===== src/hw/sbc_regs_pkg.sv =====
// Package: register map, fields, reset values and timing constants
package sbc_regs_pkg;
    localparam logic [5:0] ADDR_SPECIAL = 6'h04;
    localparam logic [5:0] ADDR_TIMER_A = 6'h05;
    localparam logic [5:0] ADDR_ANALOG = 6'h06;
    localparam logic [5:0] ADDR_REFRESH = 6'h07;
    localparam logic [5:0] ADDR_IRQ_EN = 6'h08;
    localparam logic [5:0] ADDR_MODE = 6'h09;
    localparam logic [5:0] ADDR_RAIL = 6'h0A;
    localparam logic [7:0] RST_TIMER_A = 8'h1E;
    localparam logic [7:0] RST_TIMER_B = 8'hC0;
    localparam logic [7:0] RST_TIMER_C = 8'h00;
    localparam logic [7:0] RST_ANALOG = 8'h00;
    localparam logic [8:0] RST_IRQ_EN = 9'h000;
    localparam logic [7:0] RST_RAIL = 8'h00;
    localparam logic [7:0] RST_MODE = 8'h00;
    localparam logic [7:0] RST_RANDOM = 8'h5A;
    localparam logic [2:0] SEL_RESET = 3'h0;
    localparam logic [2:0] SEL_INIT = 3'h1;
    localparam logic [2:0] SEL_FLASH = 3'h2;
    localparam logic [2:0] SEL_SG_RESET = 3'h3;
    localparam int FRAME_BITS = 32;
    localparam logic [5:0] FRAME_LAST = 6'd31;
    localparam int WRITE_FLAG_BIT = 30;
    localparam int IRQ_HOST_REQ_BIT = 8;
    localparam logic [4:0] MODE_LP_OFF_MIN = 5'h0C;
    localparam logic [4:0] MODE_LP_OFF_MAX = 5'h0F;
    localparam int CLK_MHZ = 100;
    localparam int AUX_LONG_BLANK_US = 1000;
    localparam int SHORT_BLANK_US = 25;
    localparam logic [16:0] AUX_LONG_BLANK_CYC = 17'(AUX_LONG_BLANK_US * CLK_MHZ);
    localparam logic [16:0] SHORT_BLANK_CYC = 17'(SHORT_BLANK_US * CLK_MHZ);

    typedef enum logic [1:0] {DEV_NORMAL, DEV_INIT, DEV_FLASH, DEV_RESET} dev_mode_t;

    typedef struct packed {
        logic [2:0] host_current_sel;
        logic [4:0] normal_wdog_sel;
        logic [3:0] scan_period_sel;
        logic [3:0] cyclic_irq_sel;
        logic [3:0] lowpower_wdog_period_sel;
        logic [3:0] forced_wakeup_sel;
    } timer_cfg_t;

    typedef struct packed {
        logic lp_core_off;
        logic lp_core_on;
        logic forced_wakeup;
        logic periodic_sense;
        logic periodic_irq;
        logic lp_wdog;
    } lp_cfg_t;

    typedef struct packed {
        logic aux_on;
        logic aux_flags;
        logic can_on;
        logic can_flags;
    } rail_cfg_t;
endpackage : sbc_regs_pkg


===== src/hw/sbc_timer_mode_config_regs.sv =====
// SPI register bank for timers, modes, interrupt enables and rail control
`timescale 1ns/1ps
module sbc_timer_mode_config_regs (
    input wire logic i_clk,
    input wire logic i_reset_n,
    input wire logic i_spi_sck,
    input wire logic i_spi_cs_n,
    input wire logic i_spi_mosi,
    input wire logic [7:0] i_random_seed,
    input wire logic i_can_fault,
    input wire logic i_vmon_fault,
    input wire logic [3:0] i_lin_fault,
    input wire logic i_safe_fault,
    input wire logic i_aux_fault,
    input wire logic i_can_rail_fault,
    output logic o_spi_miso,
    output sbc_regs_pkg::dev_mode_t o_dev_mode,
    output sbc_regs_pkg::timer_cfg_t o_timer_cfg,
    output logic [4:0] o_analog_source_sel,
    output logic o_wdog_refresh,
    output logic o_irq,
    output sbc_regs_pkg::lp_cfg_t o_lp_cfg,
    output sbc_regs_pkg::rail_cfg_t o_rail_cfg,
    output logic o_aux_rail_en,
    output logic o_can_supply_rail_en,
    output logic o_aux_flag,
    output logic o_can_flag,
    output logic o_sg_regs_reset
);
    import sbc_regs_pkg::*;

    // Two-flop synchronisers for the SPI pins
    logic [1:0] sck_s_r, cs_s_r, mosi_s_r;
    logic sck_d_r;
    always_ff @(posedge i_clk) begin
        if (!i_reset_n) begin
            sck_s_r <= 2'b00;
            cs_s_r <= 2'b11;
            mosi_s_r <= 2'b00;
            sck_d_r <= 1'b0;
        end else begin
            sck_s_r <= {sck_s_r[0], i_spi_sck};
            cs_s_r <= {cs_s_r[0], i_spi_cs_n};
            mosi_s_r <= {mosi_s_r[0], i_spi_mosi};
            sck_d_r <= sck_s_r[1];
        end
    end

    logic sck_rise, sck_fall, cs_act;
    assign sck_rise = sck_s_r[1] & ~sck_d_r;
    assign sck_fall = ~sck_s_r[1] & sck_d_r;
    assign cs_act = ~cs_s_r[1];

    // Frame shifter, MSB first, sampled on rising SCK
    logic [31:0] shift_r, miso_sh_r;
    logic [5:0] bit_cnt_r;
    logic frame_done_r;
    logic [31:0] frame_r;
    always_ff @(posedge i_clk) begin
        if (!i_reset_n) begin
            shift_r <= 32'h0000_0000;
            bit_cnt_r <= 6'h00;
            frame_done_r <= 1'b0;
            frame_r <= 32'h0000_0000;
        end else begin
            frame_done_r <= 1'b0;
            if (!cs_act) begin
                bit_cnt_r <= 6'h00;
            end else if (sck_rise) begin
                shift_r <= {shift_r[30:0], mosi_s_r[1]};
                bit_cnt_r <= bit_cnt_r + 6'h01;
                if (bit_cnt_r == FRAME_LAST) begin
                    frame_r <= {shift_r[30:0], mosi_s_r[1]};
                    frame_done_r <= 1'b1;
                end
            end
        end
    end

    logic [5:0] addr;
    logic wr;
    logic [23:0] data;
    assign addr = frame_r[29:24];
    assign wr = frame_r[WRITE_FLAG_BIT];
    assign data = frame_r[23:0];

    // Free-running LFSR gives the random code; latched at each code read
    logic [7:0] lfsr_r, rnd_r, code_sent_r;
    logic seed_taken_r;
    always_ff @(posedge i_clk) begin
        if (!i_reset_n) begin
            lfsr_r <= RST_RANDOM;
            seed_taken_r <= 1'b0;
        end else begin
            seed_taken_r <= 1'b1;
            if (!seed_taken_r && i_random_seed != 8'h00) begin
                lfsr_r <= i_random_seed;
            end else begin
                lfsr_r <= {lfsr_r[6:0], lfsr_r[7] ^ lfsr_r[5] ^ lfsr_r[4] ^ lfsr_r[3]};
            end
        end
    end

    // Registers
    logic [7:0] current_and_wdog_timer_r, scan_and_cyclic_timer_r, lowpower_wdog_wakeup_timer_r, analog_r, rail_r, mode_r;
    logic [8:0] irq_en_r;
    logic rnd_valid_r;
    dev_mode_t dev_mode_r;
    logic sg_reset_r, refresh_r;
    logic special_ok;
    logic [7:0] expect_code;
    logic [2:0] sel;
    assign sel = data[10:8];
    always_comb begin
        expect_code = ~rnd_r;
        if (sel == SEL_INIT) begin
            expect_code = {rnd_r[7:6], ~rnd_r[5:0]};
        end
    end
    // Flash keeps full inversion: bit layout wins over heading
    assign special_ok = rnd_valid_r && (data[7:0] == expect_code);

    // Timer B and C share the timer A address on bits 15:8 and 23:16
    always_ff @(posedge i_clk) begin
        if (!i_reset_n) begin
            current_and_wdog_timer_r <= RST_TIMER_A;
            scan_and_cyclic_timer_r <= RST_TIMER_B;
            lowpower_wdog_wakeup_timer_r <= RST_TIMER_C;
            analog_r <= RST_ANALOG;
            irq_en_r <= RST_IRQ_EN;
            rail_r <= RST_RAIL;
            mode_r <= RST_MODE;
        end else if (frame_done_r && wr) begin
            unique case (addr)
                ADDR_TIMER_A: begin
                    current_and_wdog_timer_r <= data[7:0];
                    scan_and_cyclic_timer_r <= data[15:8];
                    lowpower_wdog_wakeup_timer_r <= data[23:16];
                end
                ADDR_ANALOG: analog_r <= {data[7:3], 3'b000};
                ADDR_IRQ_EN: irq_en_r <= data[8:0];
                ADDR_MODE: begin
                    // Core-off entry refused without permission
                    if (data[7:3] >= MODE_LP_OFF_MIN && data[7:3] <= MODE_LP_OFF_MAX
                        && !rail_r[0]) begin
                        mode_r <= mode_r;
                    end else begin
                        mode_r <= data[7:0];
                    end
                end
                ADDR_RAIL: rail_r <= {data[7:6], 1'b0, data[4:3], 2'b00, data[0]};
                default: ;
            endcase
        end
    end

    // Special mode and random code handling
    always_ff @(posedge i_clk) begin
        if (!i_reset_n) begin
            rnd_r <= 8'h00;
            rnd_valid_r <= 1'b0;
            dev_mode_r <= DEV_NORMAL;
            sg_reset_r <= 1'b0;
        end else begin
            sg_reset_r <= 1'b0;
            if (frame_done_r && addr == ADDR_SPECIAL) begin
                if (!wr) begin
                    // Keep the code the host saw, not the running LFSR
                    rnd_r <= code_sent_r;
                    rnd_valid_r <= 1'b1;
                end else begin
                    rnd_valid_r <= 1'b0;
                    if (special_ok) begin
                        unique case (sel)
                            SEL_RESET: if (dev_mode_r == DEV_NORMAL) dev_mode_r <= DEV_RESET;
                            SEL_INIT: dev_mode_r <= DEV_INIT;
                            SEL_FLASH: if (dev_mode_r == DEV_NORMAL) dev_mode_r <= DEV_FLASH;
                            SEL_SG_RESET: sg_reset_r <= (dev_mode_r == DEV_NORMAL);
                            default: ;
                        endcase
                    end
                end
            end
        end
    end

    // MISO: code loaded into frame while CS is high, shifted on falling SCK
    always_ff @(posedge i_clk) begin
        if (!i_reset_n) begin
            miso_sh_r <= 32'h0000_0000;
            code_sent_r <= 8'h00;
        end else if (!cs_act) begin
            miso_sh_r <= {24'h000000, lfsr_r};
            code_sent_r <= lfsr_r;
        end else if (sck_fall && bit_cnt_r != 6'h00) begin
            miso_sh_r <= {miso_sh_r[30:0], 1'b0};
        end
    end
    // Code bits 7:0 land at the frame's tail; write response is don't care
    always_ff @(posedge i_clk) begin
        if (!i_reset_n) begin
            o_spi_miso <= 1'b0;
        end else begin
            o_spi_miso <= miso_sh_r[31];
        end
    end

    // Watchdog refresh and host-request pulses
    logic host_req_d_r;
    always_ff @(posedge i_clk) begin
        if (!i_reset_n) begin
            refresh_r <= 1'b0;
            host_req_d_r <= 1'b0;
        end else begin
            refresh_r <= frame_done_r && wr && addr == ADDR_REFRESH
                && data == 24'h000000;
            host_req_d_r <= irq_en_r[IRQ_HOST_REQ_BIT];
        end
    end

    // Interrupt request: one-shot for host request, level-gated faults
    logic irq_nxt;
    always_comb begin
        irq_nxt = (irq_en_r[IRQ_HOST_REQ_BIT] & ~host_req_d_r);
        irq_nxt = irq_nxt | (|(irq_en_r[7:4] & i_lin_fault));
        irq_nxt = irq_nxt | (irq_en_r[3] & i_safe_fault);
        irq_nxt = irq_nxt | (irq_en_r[1] & i_can_fault);
        irq_nxt = irq_nxt | (irq_en_r[0] & i_vmon_fault);
    end

    // Rail blanking counters
    logic [16:0] aux_cnt_r, can_cnt_r;
    logic aux_en_r, can_en_r;
    logic aux_cut_r, can_cut_r;
    logic [16:0] aux_blank;
    assign aux_blank = (rail_r[7:6] == 2'b11) ? SHORT_BLANK_CYC : AUX_LONG_BLANK_CYC;
    always_ff @(posedge i_clk) begin
        if (!i_reset_n) begin
            aux_cnt_r <= 17'h00000;
            aux_en_r <= 1'b0;
            aux_cut_r <= 1'b0;
        end else if (rail_r[7:6] == 2'b00) begin
            aux_cnt_r <= 17'h00000;
            aux_en_r <= 1'b0;
            aux_cut_r <= 1'b0;
        end else if (!i_aux_fault) begin
            aux_cnt_r <= 17'h00000;
            aux_en_r <= !aux_cut_r;
        end else if (aux_cnt_r >= aux_blank - 17'h00001) begin
            aux_en_r <= 1'b0;
            aux_cut_r <= 1'b1;
        end else begin
            aux_cnt_r <= aux_cnt_r + 17'h00001;
        end
    end
    // Once cut off, a rail stays off until its control field is set to off
    always_ff @(posedge i_clk) begin
        if (!i_reset_n) begin
            can_cnt_r <= 17'h00000;
            can_en_r <= 1'b0;
            can_cut_r <= 1'b0;
        end else if (rail_r[4:3] == 2'b00) begin
            can_cnt_r <= 17'h00000;
            can_en_r <= 1'b0;
            can_cut_r <= 1'b0;
        end else if (!i_can_rail_fault || rail_r[4:3] != 2'b11) begin
            can_cnt_r <= 17'h00000;
            can_en_r <= !can_cut_r;
        end else if (can_cnt_r >= SHORT_BLANK_CYC - 17'h00001) begin
            can_en_r <= 1'b0;
            can_cut_r <= 1'b1;
        end else begin
            can_cnt_r <= can_cnt_r + 17'h00001;
        end
    end

    // Registered outputs
    always_ff @(posedge i_clk) begin
        if (!i_reset_n) begin
            o_dev_mode <= DEV_NORMAL;
            o_timer_cfg <= '0;
            o_analog_source_sel <= 5'h00;
            o_wdog_refresh <= 1'b0;
            o_irq <= 1'b0;
            o_lp_cfg <= '0;
            o_rail_cfg <= '0;
            o_aux_rail_en <= 1'b0;
            o_can_supply_rail_en <= 1'b0;
            o_aux_flag <= 1'b0;
            o_can_flag <= 1'b0;
            o_sg_regs_reset <= 1'b0;
        end else begin
            o_dev_mode <= dev_mode_r;
            o_timer_cfg <= {current_and_wdog_timer_r[7:5], current_and_wdog_timer_r[4:0], scan_and_cyclic_timer_r[7:4], scan_and_cyclic_timer_r[3:0],
                lowpower_wdog_wakeup_timer_r[7:4], lowpower_wdog_wakeup_timer_r[3:0]};
            o_analog_source_sel <= analog_r[7:3];
            o_wdog_refresh <= refresh_r;
            o_irq <= irq_nxt;
            o_lp_cfg.lp_core_off <= mode_r[7:5] == 3'b011;
            o_lp_cfg.lp_core_on <= mode_r[7];
            o_lp_cfg.forced_wakeup <= mode_r[7] ? mode_r[6] : mode_r[4];
            o_lp_cfg.periodic_sense <= mode_r[7] ? mode_r[5] : mode_r[3];
            o_lp_cfg.periodic_irq <= mode_r[7] & mode_r[4];
            o_lp_cfg.lp_wdog <= mode_r[7] & mode_r[3];
            o_rail_cfg <= {rail_r[7:6] != 2'b00, rail_r[7], rail_r[4:3] != 2'b00, rail_r[4]};
            o_aux_rail_en <= aux_en_r;
            o_can_supply_rail_en <= can_en_r;
            o_aux_flag <= rail_r[7] & i_aux_fault;
            o_can_flag <= rail_r[4] & i_can_rail_fault;
            o_sg_regs_reset <= sg_reset_r;
        end
    end
endmodule : sbc_timer_mode_config_regs


===== config.mk =====
export PLATFORM = sky130hd
export DESIGN_NAME = sbc_timer_mode_config_regs
export DESIGN_NICKNAME = d
export VERILOG_FILES = /design/src/hw/sbc_regs_pkg.sv /design/src/hw/sbc_timer_mode_config_regs.sv
export SDC_FILE = /design/constraint.sdc
export NUM_CORES = 1
export LEC_CHECK = 0
export BUFFER_PORTS_ARGS = -buffer_cell sky130_fd_sc_hd__buf_2
export CORE_ASPECT_RATIO = 1.75
export CORE_MARGIN = 10
export CORE_UTILIZATION = 50
export DETAILED_ROUTE_END_ITERATION = 8
export PLACE_DENSITY = 0.68
export RECOVER_POWER = 100
export SLEW_MARGIN = 20
export SYNTH_ARGS = -nofsm -noshare
export SYNTH_HDL_FRONTEND = slang
export SYNTH_SLANG_ARGS = --single-unit

===== constraint.sdc =====
create_clock -name i_clk -period 2.5 [get_ports i_clk]
set_input_delay 0.375 -clock i_clk [delete_from_list [all_inputs] [get_ports i_clk]]
set_output_delay 0.375 -clock i_clk [all_outputs]
set_load 0.03 [all_outputs]

==> results of run 1 <==
worst paths after layout:
kind                           from                         to  slack, ps  depth (start not counted)
max          rail_r[6]$_SDFFE_PN0P_  aux_cnt_r[9]$_SDFFE_PP0N_        100                          9
min                      i_spi_cs_n       cs_s_r[0]$_SDFF_PN1_         30                          2
max reg2reg  rail_r[6]$_SDFFE_PN0P_  aux_cnt_r[9]$_SDFFE_PP0N_        100                          9
min reg2reg  mosi_s_r[0]$_SDFF_PN0_     mosi_s_r[1]$_SDFF_PN0_        430                          1
Yosys cell counts, drive strengths merged, types with 5 or more instances:
library cell  instances
a21oi               148
buf                  10
a31o                  5
or4                   6
nor2                 76
o21ai                16
nand2               279
nand2b               12
and3                 19
xnor2                12
clkbuf               68
or3                   5
xor2                 15
mux2i                32
nor4                 18
a21o                  8
inv                   9
nand4                15
nor3                  7
ha                    7
dfxtp               272
nand3                22
and2                 50
a31oi                 8
cell families (layout without fill, tap and decap cells):
kind of cell | after synthesis | after routing | synth area share (%)
AO/OA/AOI/OAI | 210 | 210 | 11.9
XOR/XNOR | 27 | 27 | 2.36
adder cells (fa/ha/maj) | 7 | 7 | 0.873
buffers and inverters | 87 | 165 | 3.35
flip-flops | 272 | 272 | 54.3
multiplexers | 32 | 32 | 3.19
AND/OR/NAND/NOR | 526 | 526 | 24.1
stage by stage:
step                worst slack [ps]  power [uW]  utilization [%]
global route                    5.18        8490             57.9
CTS                             11.6        8300             58.5
finish                           100        8200             57.9
global placement                77.5        4670             54.4
detailed placement             -4.86        4670             54.4
floorplan                        190        4610                -
per-layer routing:
layer	GRT usage [%]	share of wire [%]	wire [microns]
met1	17.3	39	8700
met2	31.7	55	12400
met3	2.66	3.4	769
met4	4.99	2.1	466
met5	0	0	0
final cells by class:
type | count | area, sq um | share of cell area, %
Clock buffer | 35 | 713 | 6.24
Clock inverter | 7 | 66.3 | 0.580
Inverter | 9 | 35.0 | 0.307
Multi-Input combinational cell | 802 | 4270 | 37.4
Sequential cell | 272 | 5450 | 47.7
Tap cell | 245 | 307 | 2.68
Timing Repair Buffer | 114 | 587 | 5.13
power groups by stage:
stage	logic (uW)	registers, uW	clock network, uW
2_1_floorplan	110	4500	0
4_1_cts	180	4390	3720
3_5_place_dp	180	4490	0
5_1_grt	193	4400	3900
6_report	171	4400	3640
3_3_place_gp	178	4490	0
state kept, by name, summed over array words and instances, names as in the netlist, 6 cells and up:
name	count
scan_and_cyclic_timer_r	8
o_timer_cfg	24
current_and_wdog_timer_r	8
bit_cnt_r	6
can_cnt_r	17
lfsr_r	8
rnd_r	8
miso_sh_r	32
lowpower_wdog_wakeup_timer_r	8
code_sent_r	8
aux_cnt_r	17
frame_r	31
irq_en_r	8
o_lp_cfg	6
shift_r	30
what timing repair did:
item                       4_1_cts  5_1_grt
pin swaps                        2        5
setup endpoints to repair        1        8
gates resized for setup          0        9
buffers inserted                 2        0
==> results.md, run 1 <==
- Syn_nets: 1190
- Flop pwr share: 53.6%
- Relative slew slack: 35.0%
- Max VDD drop: 0.682 mV
- Leak pwr: 0.00423 uW
- Wire per inst: 15.0 microns
- Max-Cap Viols: 0
- Post-synth top area share: 54.3%
- Post-route clock period utilization: 96.0%
- Crit-path leading delay family: compound AO/OA/AOI/OAI gates
- Count of final setup violators: 0
- Synth area leaders: dfxtp_1, nand2_1, a21oi_1, mux2i_1, and2_1
- RSZ-0062 raised after global routing: false
- Global route overflow: 0
- Number of buffers created by CTS: 25
- Vias: 7821
- Clock power share: 44.4%
- Critical Path RT: 2940 ps
- Combinational share of power: 2.1%
- Share of cells above drive strength 1: 8.72%
- Num Clock Sinks: 272
- Total core area: 19700 sq um
- Setup TNS: 0 ps
- Vias in the first global route: 7459
- Crit-path slowest cell: or4_1
- Commonest non-fill, non-tap cells in the layout: nand2_1, dfxtp_1, a21oi_1
- FFs w/ async S/R, synth: 0%
- Placed insts: 1440
- Root buffer cell: clkbuf_16
- Syn Area/Cell: 8.65 sq um
- Critical path arrival: 2840 ps
- Sw Share: 20.6%
- Routed WL: 22300 microns
- Worst Max-Slew Pin Slew: 976 ps
- Area leader, netlist: dfxtp_1
- Antenna violations before repair: 0
- Crit path largest cell delay: 500 ps
- Clock Skews: 17.6 ps
- Final cell count without fillers: 1484
- Worst-Skew Late Latency: 530 ps
- Slew Limit Fails: 0
- CTS tree: done
- Most common cell after layout, fill and taps aside: nand2_1
- Worst path cell trace: nand2_4, inv_2, ha_1, a31o_1, nor4_1, o21bai_1, a211o_2, or4_1, a21oi_2
- I/O Pins: 71
- Syn Inst Count: 1161
- Clock transition at the registers of the reported paths: 70 ps
- DRC viols: 0
- Clock buffer depth: 3
- Post-route design area: 11400 sq um
- Final GP Congestion: 0.857
- Area of the die: 26400 sq um
- First-pass GRT wire length: 37100 microns
- Die height: 207 microns
- Netlist cell types: 52
- Startpoint types: register
- Gr usage total: 16.4%
- Hold violation count in the final report: 0
- DRT antenna net count: 0
- Mapped Area: 10000 sq um
- Synth-to-layout area growth: 13.9%
- Crit Path Category: register to register
- Cts hold-fix bufs: 0
- CP Max Fanout: 6
- Largest net degree at the start of global routing: 79
- Min Tclk post-route: 2400 ps
- NetSw: 1690 uW
- Number of detailed-route iterations in the first pass: 5
- Outcome: completed
- Internal power: 6510 uW
- DP Area: 10700 sq um
- Cell Pwr Density: 718 nW/um^2
- 1st-iter DRT viols: 461
- FP Rows: 68
- Fmax achieved: 417 MHz
- Htree depth: 1
- Syn. warnings: 0
- Nets@finish: 1253
- Capturing element type of the critical path: register
- Number of synthesized register bits: 272
- Avg Vias per Cell: 5.27
- Synth Flop Type: dfxtp_1
- HPWL Detailed: 15700 microns
- Post-synth EDFFs: 0
- Fillers: 1910
- Starting Density: 50.8%
- Die W: 127 microns
- Worst min path class: input port to register
- Post-synthesis sequential area ratio: 54.3%
- I/O Buffers: 70
- Buffers & Inverters on Critical Path: 1
- Hold slack: 30.2 ps
- # diodes: 0
(Power assumes the default switching activity.)
==> inputs of run 2 (changes only) <==
- REMOVE_ABC_BUFFERS: unset -> 1
==> results.md, run 2 (same netlist as run 1, synthesis figures left out) <==
- Met3 WL: 674 microns
- Area of the die: 26400 sq um
- Worst r2r path cells: 9
- Worst min path class: input port to register
- DRC viols: 0
- Num Clock Sinks: 272
- Worst r2r src: rail_r[6]$_SDFFE_PN0P_
- Min Tclk post-route: 2430 ps
- Placed insts: 1441
- Combinational share of power: 2.1%
- Final cell count without fillers: 1488
- I/O Pins: 71
- FP Rows: 68
- Clock power share: 44.7%
- NetSw: 1710 uW
- Max VDD drop: 0.680 mV
- DP Area: 10700 sq um
- Cell Pwr Density: 715 nW/um^2
- Max FFs per register: 32
- Post-route clock period utilization: 97.4%
- DRT met1 WL: 8640 microns
- Clock Skews: 8.91 ps
- Sw Share: 20.7%
- 1st-iter DRT viols: 455
- Avg Vias per Cell: 5.30
- Nets@finish: 1254
- Synth-to-layout area growth: 14.9%
- Commonest non-fill, non-tap cells in the layout: nand2_1, dfxtp_1, a21oi_1
- Wire length on met2: 12000 microns
- Fmax achieved: 411 MHz
- First-pass GRT wire length: 36300 microns
- Outcome: completed
- Startpoint types: register
- Power Total: 8250 uW
- Flop pwr share: 53.2%
- Antenna violations before repair: 0
- Number of detailed-route iterations in the first pass: 4
- Most common cell after layout, fill and taps aside: nand2_1
- Starting Density: 50.8%
- Global route overflow: 0
- Count of final setup violators: 0
- Max Used Layer: met4
- Capturing element type of the critical path: register
- Reg-to-reg endpoint: aux_cnt_r[13]$_SDFFE_PP0N_
- Slew Limit Fails: 0
- Largest net degree at the start of global routing: 91
- Share of cells above drive strength 1: 9.49%
- Number of buffers created by CTS: 24
- Top reg by flops: miso_sh_r
- Cts hold-fix bufs: 0
- Gr usage total: 16.0%
- Final GP Congestion: 0.867
- Clock buffer depth: 3
- CP Max Fanout: 7
- Worst-Skew Late Latency: 510 ps
- Clock transition at the registers of the reported paths: 70 ps
- Routed WL: 22000 microns
- Root buffer cell: clkbuf_16
- DRT antenna net count: 0
- DP Worst Slack: -3.51 ps
- Internal power: 6550 uW
- Worst Max-Slew Pin Slew: 1310 ps
- R2r setup slk: 70 ps
- Crit Path Category: register to register
- Die height: 207 microns
- # diodes: 0
- Leak pwr: 0.00423 uW
- Critical path arrival: 2880 ps
- Util after Layout: 58.4%
- Final WS setup: 65.1 ps
- Htree depth: 1
- CTS tree: done
- Post-route design area: 11500 sq um
- Total core area: 19700 sq um
- Wire per inst: 14.8 microns
- Vias: 7880
- Relative slew slack: 12.4%
- Max-Cap Viols: 0
- Worst Hold Path Cells: 2
- Biggest regs: miso_sh_r: 32 flops, frame_r: 31 flops, shift_r: 30 flops
- Vias in the first global route: 7642
- Critical Path RT: 2940 ps
- Hold violation count in the final report: 0
- I/O Buffers: 70
- Hold Path Origin: i_spi_cs_n
- Die W: 127 microns
- WHS Endpoint: cs_s_r[0]$_SDFF_PN1_
- HPWL Detailed: 15100 microns
[run 2: final cells by class]
cell class                 instances  area (sq um)
clock buffer                      35           723
multi-input combinational        802          4330
sequential                       272          5450
tap                              245           307
inverter                           9          36.3
timing repair buffer             116           607
clock inverter                     9          82.6
fill                            1858          8200
[run 2: worst max path at each step]
stage | startpoint | to | slack [ps]
2_1_floorplan | sck_s_r[1]$_SDFF_PN0_ | frame_r[0]$_SDFFE_PN0P_ | -1490
3_3_place_gp | rail_r[6]$_SDFFE_PN0P_ | aux_cnt_r[3]$_SDFFE_PP0N_ | 90
3_5_place_dp | rail_r[6]$_SDFFE_PN0P_ | aux_cnt_r[3]$_SDFFE_PP0N_ | -4
4_1_cts | rail_r[6]$_SDFFE_PN0P_ | aux_cnt_r[3]$_SDFFE_PP0N_ | 30
5_1_grt | rail_r[6]$_SDFFE_PN0P_ | aux_cnt_r[3]$_SDFFE_PP0N_ | -20
6_report | rail_r[6]$_SDFFE_PN0P_ | aux_cnt_r[13]$_SDFFE_PP0N_ | 70
[run 2: power by group through the flow]
stage / sequential, uW / combinational, uW / clock [uW]
after detailed placement: 4490 / 179 / 0
after floorplan: 4500 / 87.8 / 0
after global routing: 4390 / 192 / 3940
after global placement: 4490 / 177 / 0
final: 4390 / 170 / 3690
after CTS: 4390 / 180 / 3780
[run 2: stage by stage]
stage	hold slack, ps	TNS, ps
final	43.7	0
after global routing	57.1	-62.8
after CTS	23.3	0
after detailed placement	419	-3.51
after global placement	413	0
after floorplan	386	-57430
[run 2: repair_timing]
action	CTS	global route
buffers inserted	2	1
setup endpoints to repair	2	6
resized for setup	1	17
pin swaps	2	7
[run 2: per-layer routing]
metal	up-vias	global-route usage, %
met3	41	2.25
met4	0	6.29
met1	3692	16.9
met2	127	30.3
met5	-	0
li1	4020	-
[run 2: critical path, stage by stage (launching register included)]
cell      delay (ps)
dfxtp_4          340
nand2_2           80
inv_1             70
ha_1             290
a31o_1           260
a31oi_2          210
o21bai_2         120
a211o_4          370
or4_4            490
a21oi_2          130
==> inputs of run 3 (changes only) <==
- PLACE_DENSITY: 0.68 -> 0.71
- clock period: 2.5 -> 2.1 ns (I/O delays scaled with it)
==> results.md, run 3 (same netlist as run 1, synthesis figures left out) <==
- Routing usage on met1: 16.3%
- Synth-to-layout area growth: 17.4%
- Num Clock Sinks: 272
- Worst-Skew Late Latency: 520 ps
- Biggest regs: miso_sh_r: 32 flops, frame_r: 31 flops, shift_r: 30 flops
- Crit path to: aux_cnt_r[11]$_SDFFE_PP0N_
- Util after Layout: 59.7%
- Nets@finish: 1278
- Crit-path slowest cell: or4_1
- Htree depth: 1
- Max-Cap Viols: 0
- Root buffer cell: clkbuf_16
- DP Worst Slack: -363 ps
- Commonest non-fill, non-tap cells in the layout: nand2_1, dfxtp_1, a21oi_1
- Most common cell after layout, fill and taps aside: nand2_1
- Top reg by flops: miso_sh_r
- Clock transition at the registers of the reported paths: 60 ps
- # diodes: 0
- Final GP Congestion: 0.850
- Outcome: finished, violations left
- Avg Vias per Cell: 5.34
- Crit path largest cell delay: 470 ps
- Clock Skews: 15.2 ps
- Capturing element type of the critical path: register
- Leak pwr: 0.00437 uW
- Met2 track utilization from global routing: 31.4%
- Post-route clock period utilization: 109%
- Fmax achieved: 437 MHz
- Global route overflow: 0
- Worst setup path startpoint: rail_r[7]$_SDFFE_PN0P_
- Wire per inst: 14.8 microns
- DRC viols: 0
- CP Max Fanout: 7
- Worst path cell trace: nand2_4, buf_6, buf_6, buf_4, and4_1, o2111a_2, a211o_4, or4_1, a21oi_1
- HPWL Detailed: 15400 microns
- RSZ-0062 raised after global routing: true
- Antenna violations before repair: 0
- Routed WL: 22300 microns
- Min Tclk post-route: 2290 ps
- Share of cells above drive strength 1: 11.5%
- Crit Path Category: register to register
- Max VDD drop: 0.748 mV
- Area of the die: 26400 sq um
- Critical path arrival: 2730 ps
- Slew Limit Fails: 0
- Worst r2r path cells: 9
- I/O Pins: 71
- Total core area: 19700 sq um
- Gr busiest metal: met2
- DRT antenna net count: 0
- First-pass GRT wire length: 36800 microns
- Max FFs per register: 32
- 1st-iter DRT viols: 488
- Worst min path class: input port to register
- Starting Density: 50.8%
- Vias in the first global route: 7839
- Placed insts: 1459
- Worst r2r src: rail_r[7]$_SDFFE_PN0P_
- CTS tree: done
- FP Rows: 68
- Largest net degree at the start of global routing: 67
- Cell Pwr Density: 823 nW/um^2
- Failing checks: setup timing
- Gr usage total: 16.1%
- Critical Path RT: 2540 ps
- Hold violation count in the final report: 0
- Die W: 127 microns
- GR Util met3: 2.56%
- Final cell count without fillers: 1507
- Clock buffer depth: 3
- Number of detailed-route iterations in the first pass: 5
- Relative slew slack: 30.1%
- Count of final setup violators: 15
- Startpoint types: register
- Cell mode on critical path: buf_6
- Vias: 8044
- Hold slack: 26.0 ps
- Number of buffers created by CTS: 25
- I/O Buffers: 70
- Die height: 207 microns
- R2r setup slk: -190 ps
- Worst Max-Slew Pin Slew: 1050 ps
- Reg-to-reg endpoint: aux_cnt_r[11]$_SDFFE_PP0N_
- Final WS setup: -191 ps
-- run 3: critical path: cells and delay by family (launching register included) --
family | cells | cell delay [ps]
AOI/OAI and AO/OA | 3 | 740
and+or+nand+nor | 3 | 740
buffers and inverters | 3 | 390
DFF | 1 | 350
-- run 3: per-layer routing --
| metal | vias up | share of wire [%] |
|---|---|---|
| met4 | 0 | 3.1 |
| met3 | 52 | 3.7 |
| li1 | 4076 | - |
| met5 | - | 0 |
| met2 | 130 | 55 |
| met1 | 3786 | 38 |
-- run 3: area by class of cell --
type / instances / area, sq um
well taps: 245 / 307
flip-flops and latches: 272 / 5450
inverters: 9 / 36.3
repair buffers: 139 / 843
multi-input cells: 802 / 4400
fillers: 1770 / 7950
clock buffers: 34 / 689
clock inverters: 6 / 67.6
-- run 3: what timing repair did --
action	CTS	global route
gates resized for setup	21	13
pin swaps	20	14
setup endpoints to repair	17	19
setup buffers	6	0
endpoints found under the hold margin	3	0
hold buffers	3	0
-- run 3: worst min-delay path by stage --
stage	start	endpoint	slack (ps)	cells after the start
after floorplan	i_reset_n	seed_taken_r$_DFF_P_	340	0
after global placement	sck_s_r[0]$_SDFF_PN0_	sck_s_r[1]$_SDFF_PN0_	420	1
after detailed placement	sck_s_r[0]$_SDFF_PN0_	sck_s_r[1]$_SDFF_PN0_	420	1
after CTS	i_random_seed[6]	lfsr_r[6]$_SDFF_PN1_	10	3
after global routing	i_random_seed[6]	lfsr_r[6]$_SDFF_PN1_	10	3
final	i_random_seed[6]	lfsr_r[6]$_SDFF_PN1_	30	3
-- run 3: through the flow --
stage / cell area (sq um) / TNS (ps) / power (uW)
5_1_grt: 11800 / -7600 / 10000
2_1_floorplan: 9730 / -111890 / 5460
3_5_place_dp: 10900 / -4410 / 5560
4_1_cts: 11800 / -2190 / 9800
3_3_place_gp: 10900 / -3400 / 5560
6_report: 11800 / -1720 / 9700
-- run 3: power breakdown --
group	switching [uW]	total, uW	internal, uW
clock network	1850	4260	2410
registers	23.4	5230	5210
logic	138	211	72.8
total	2010	9700	7690
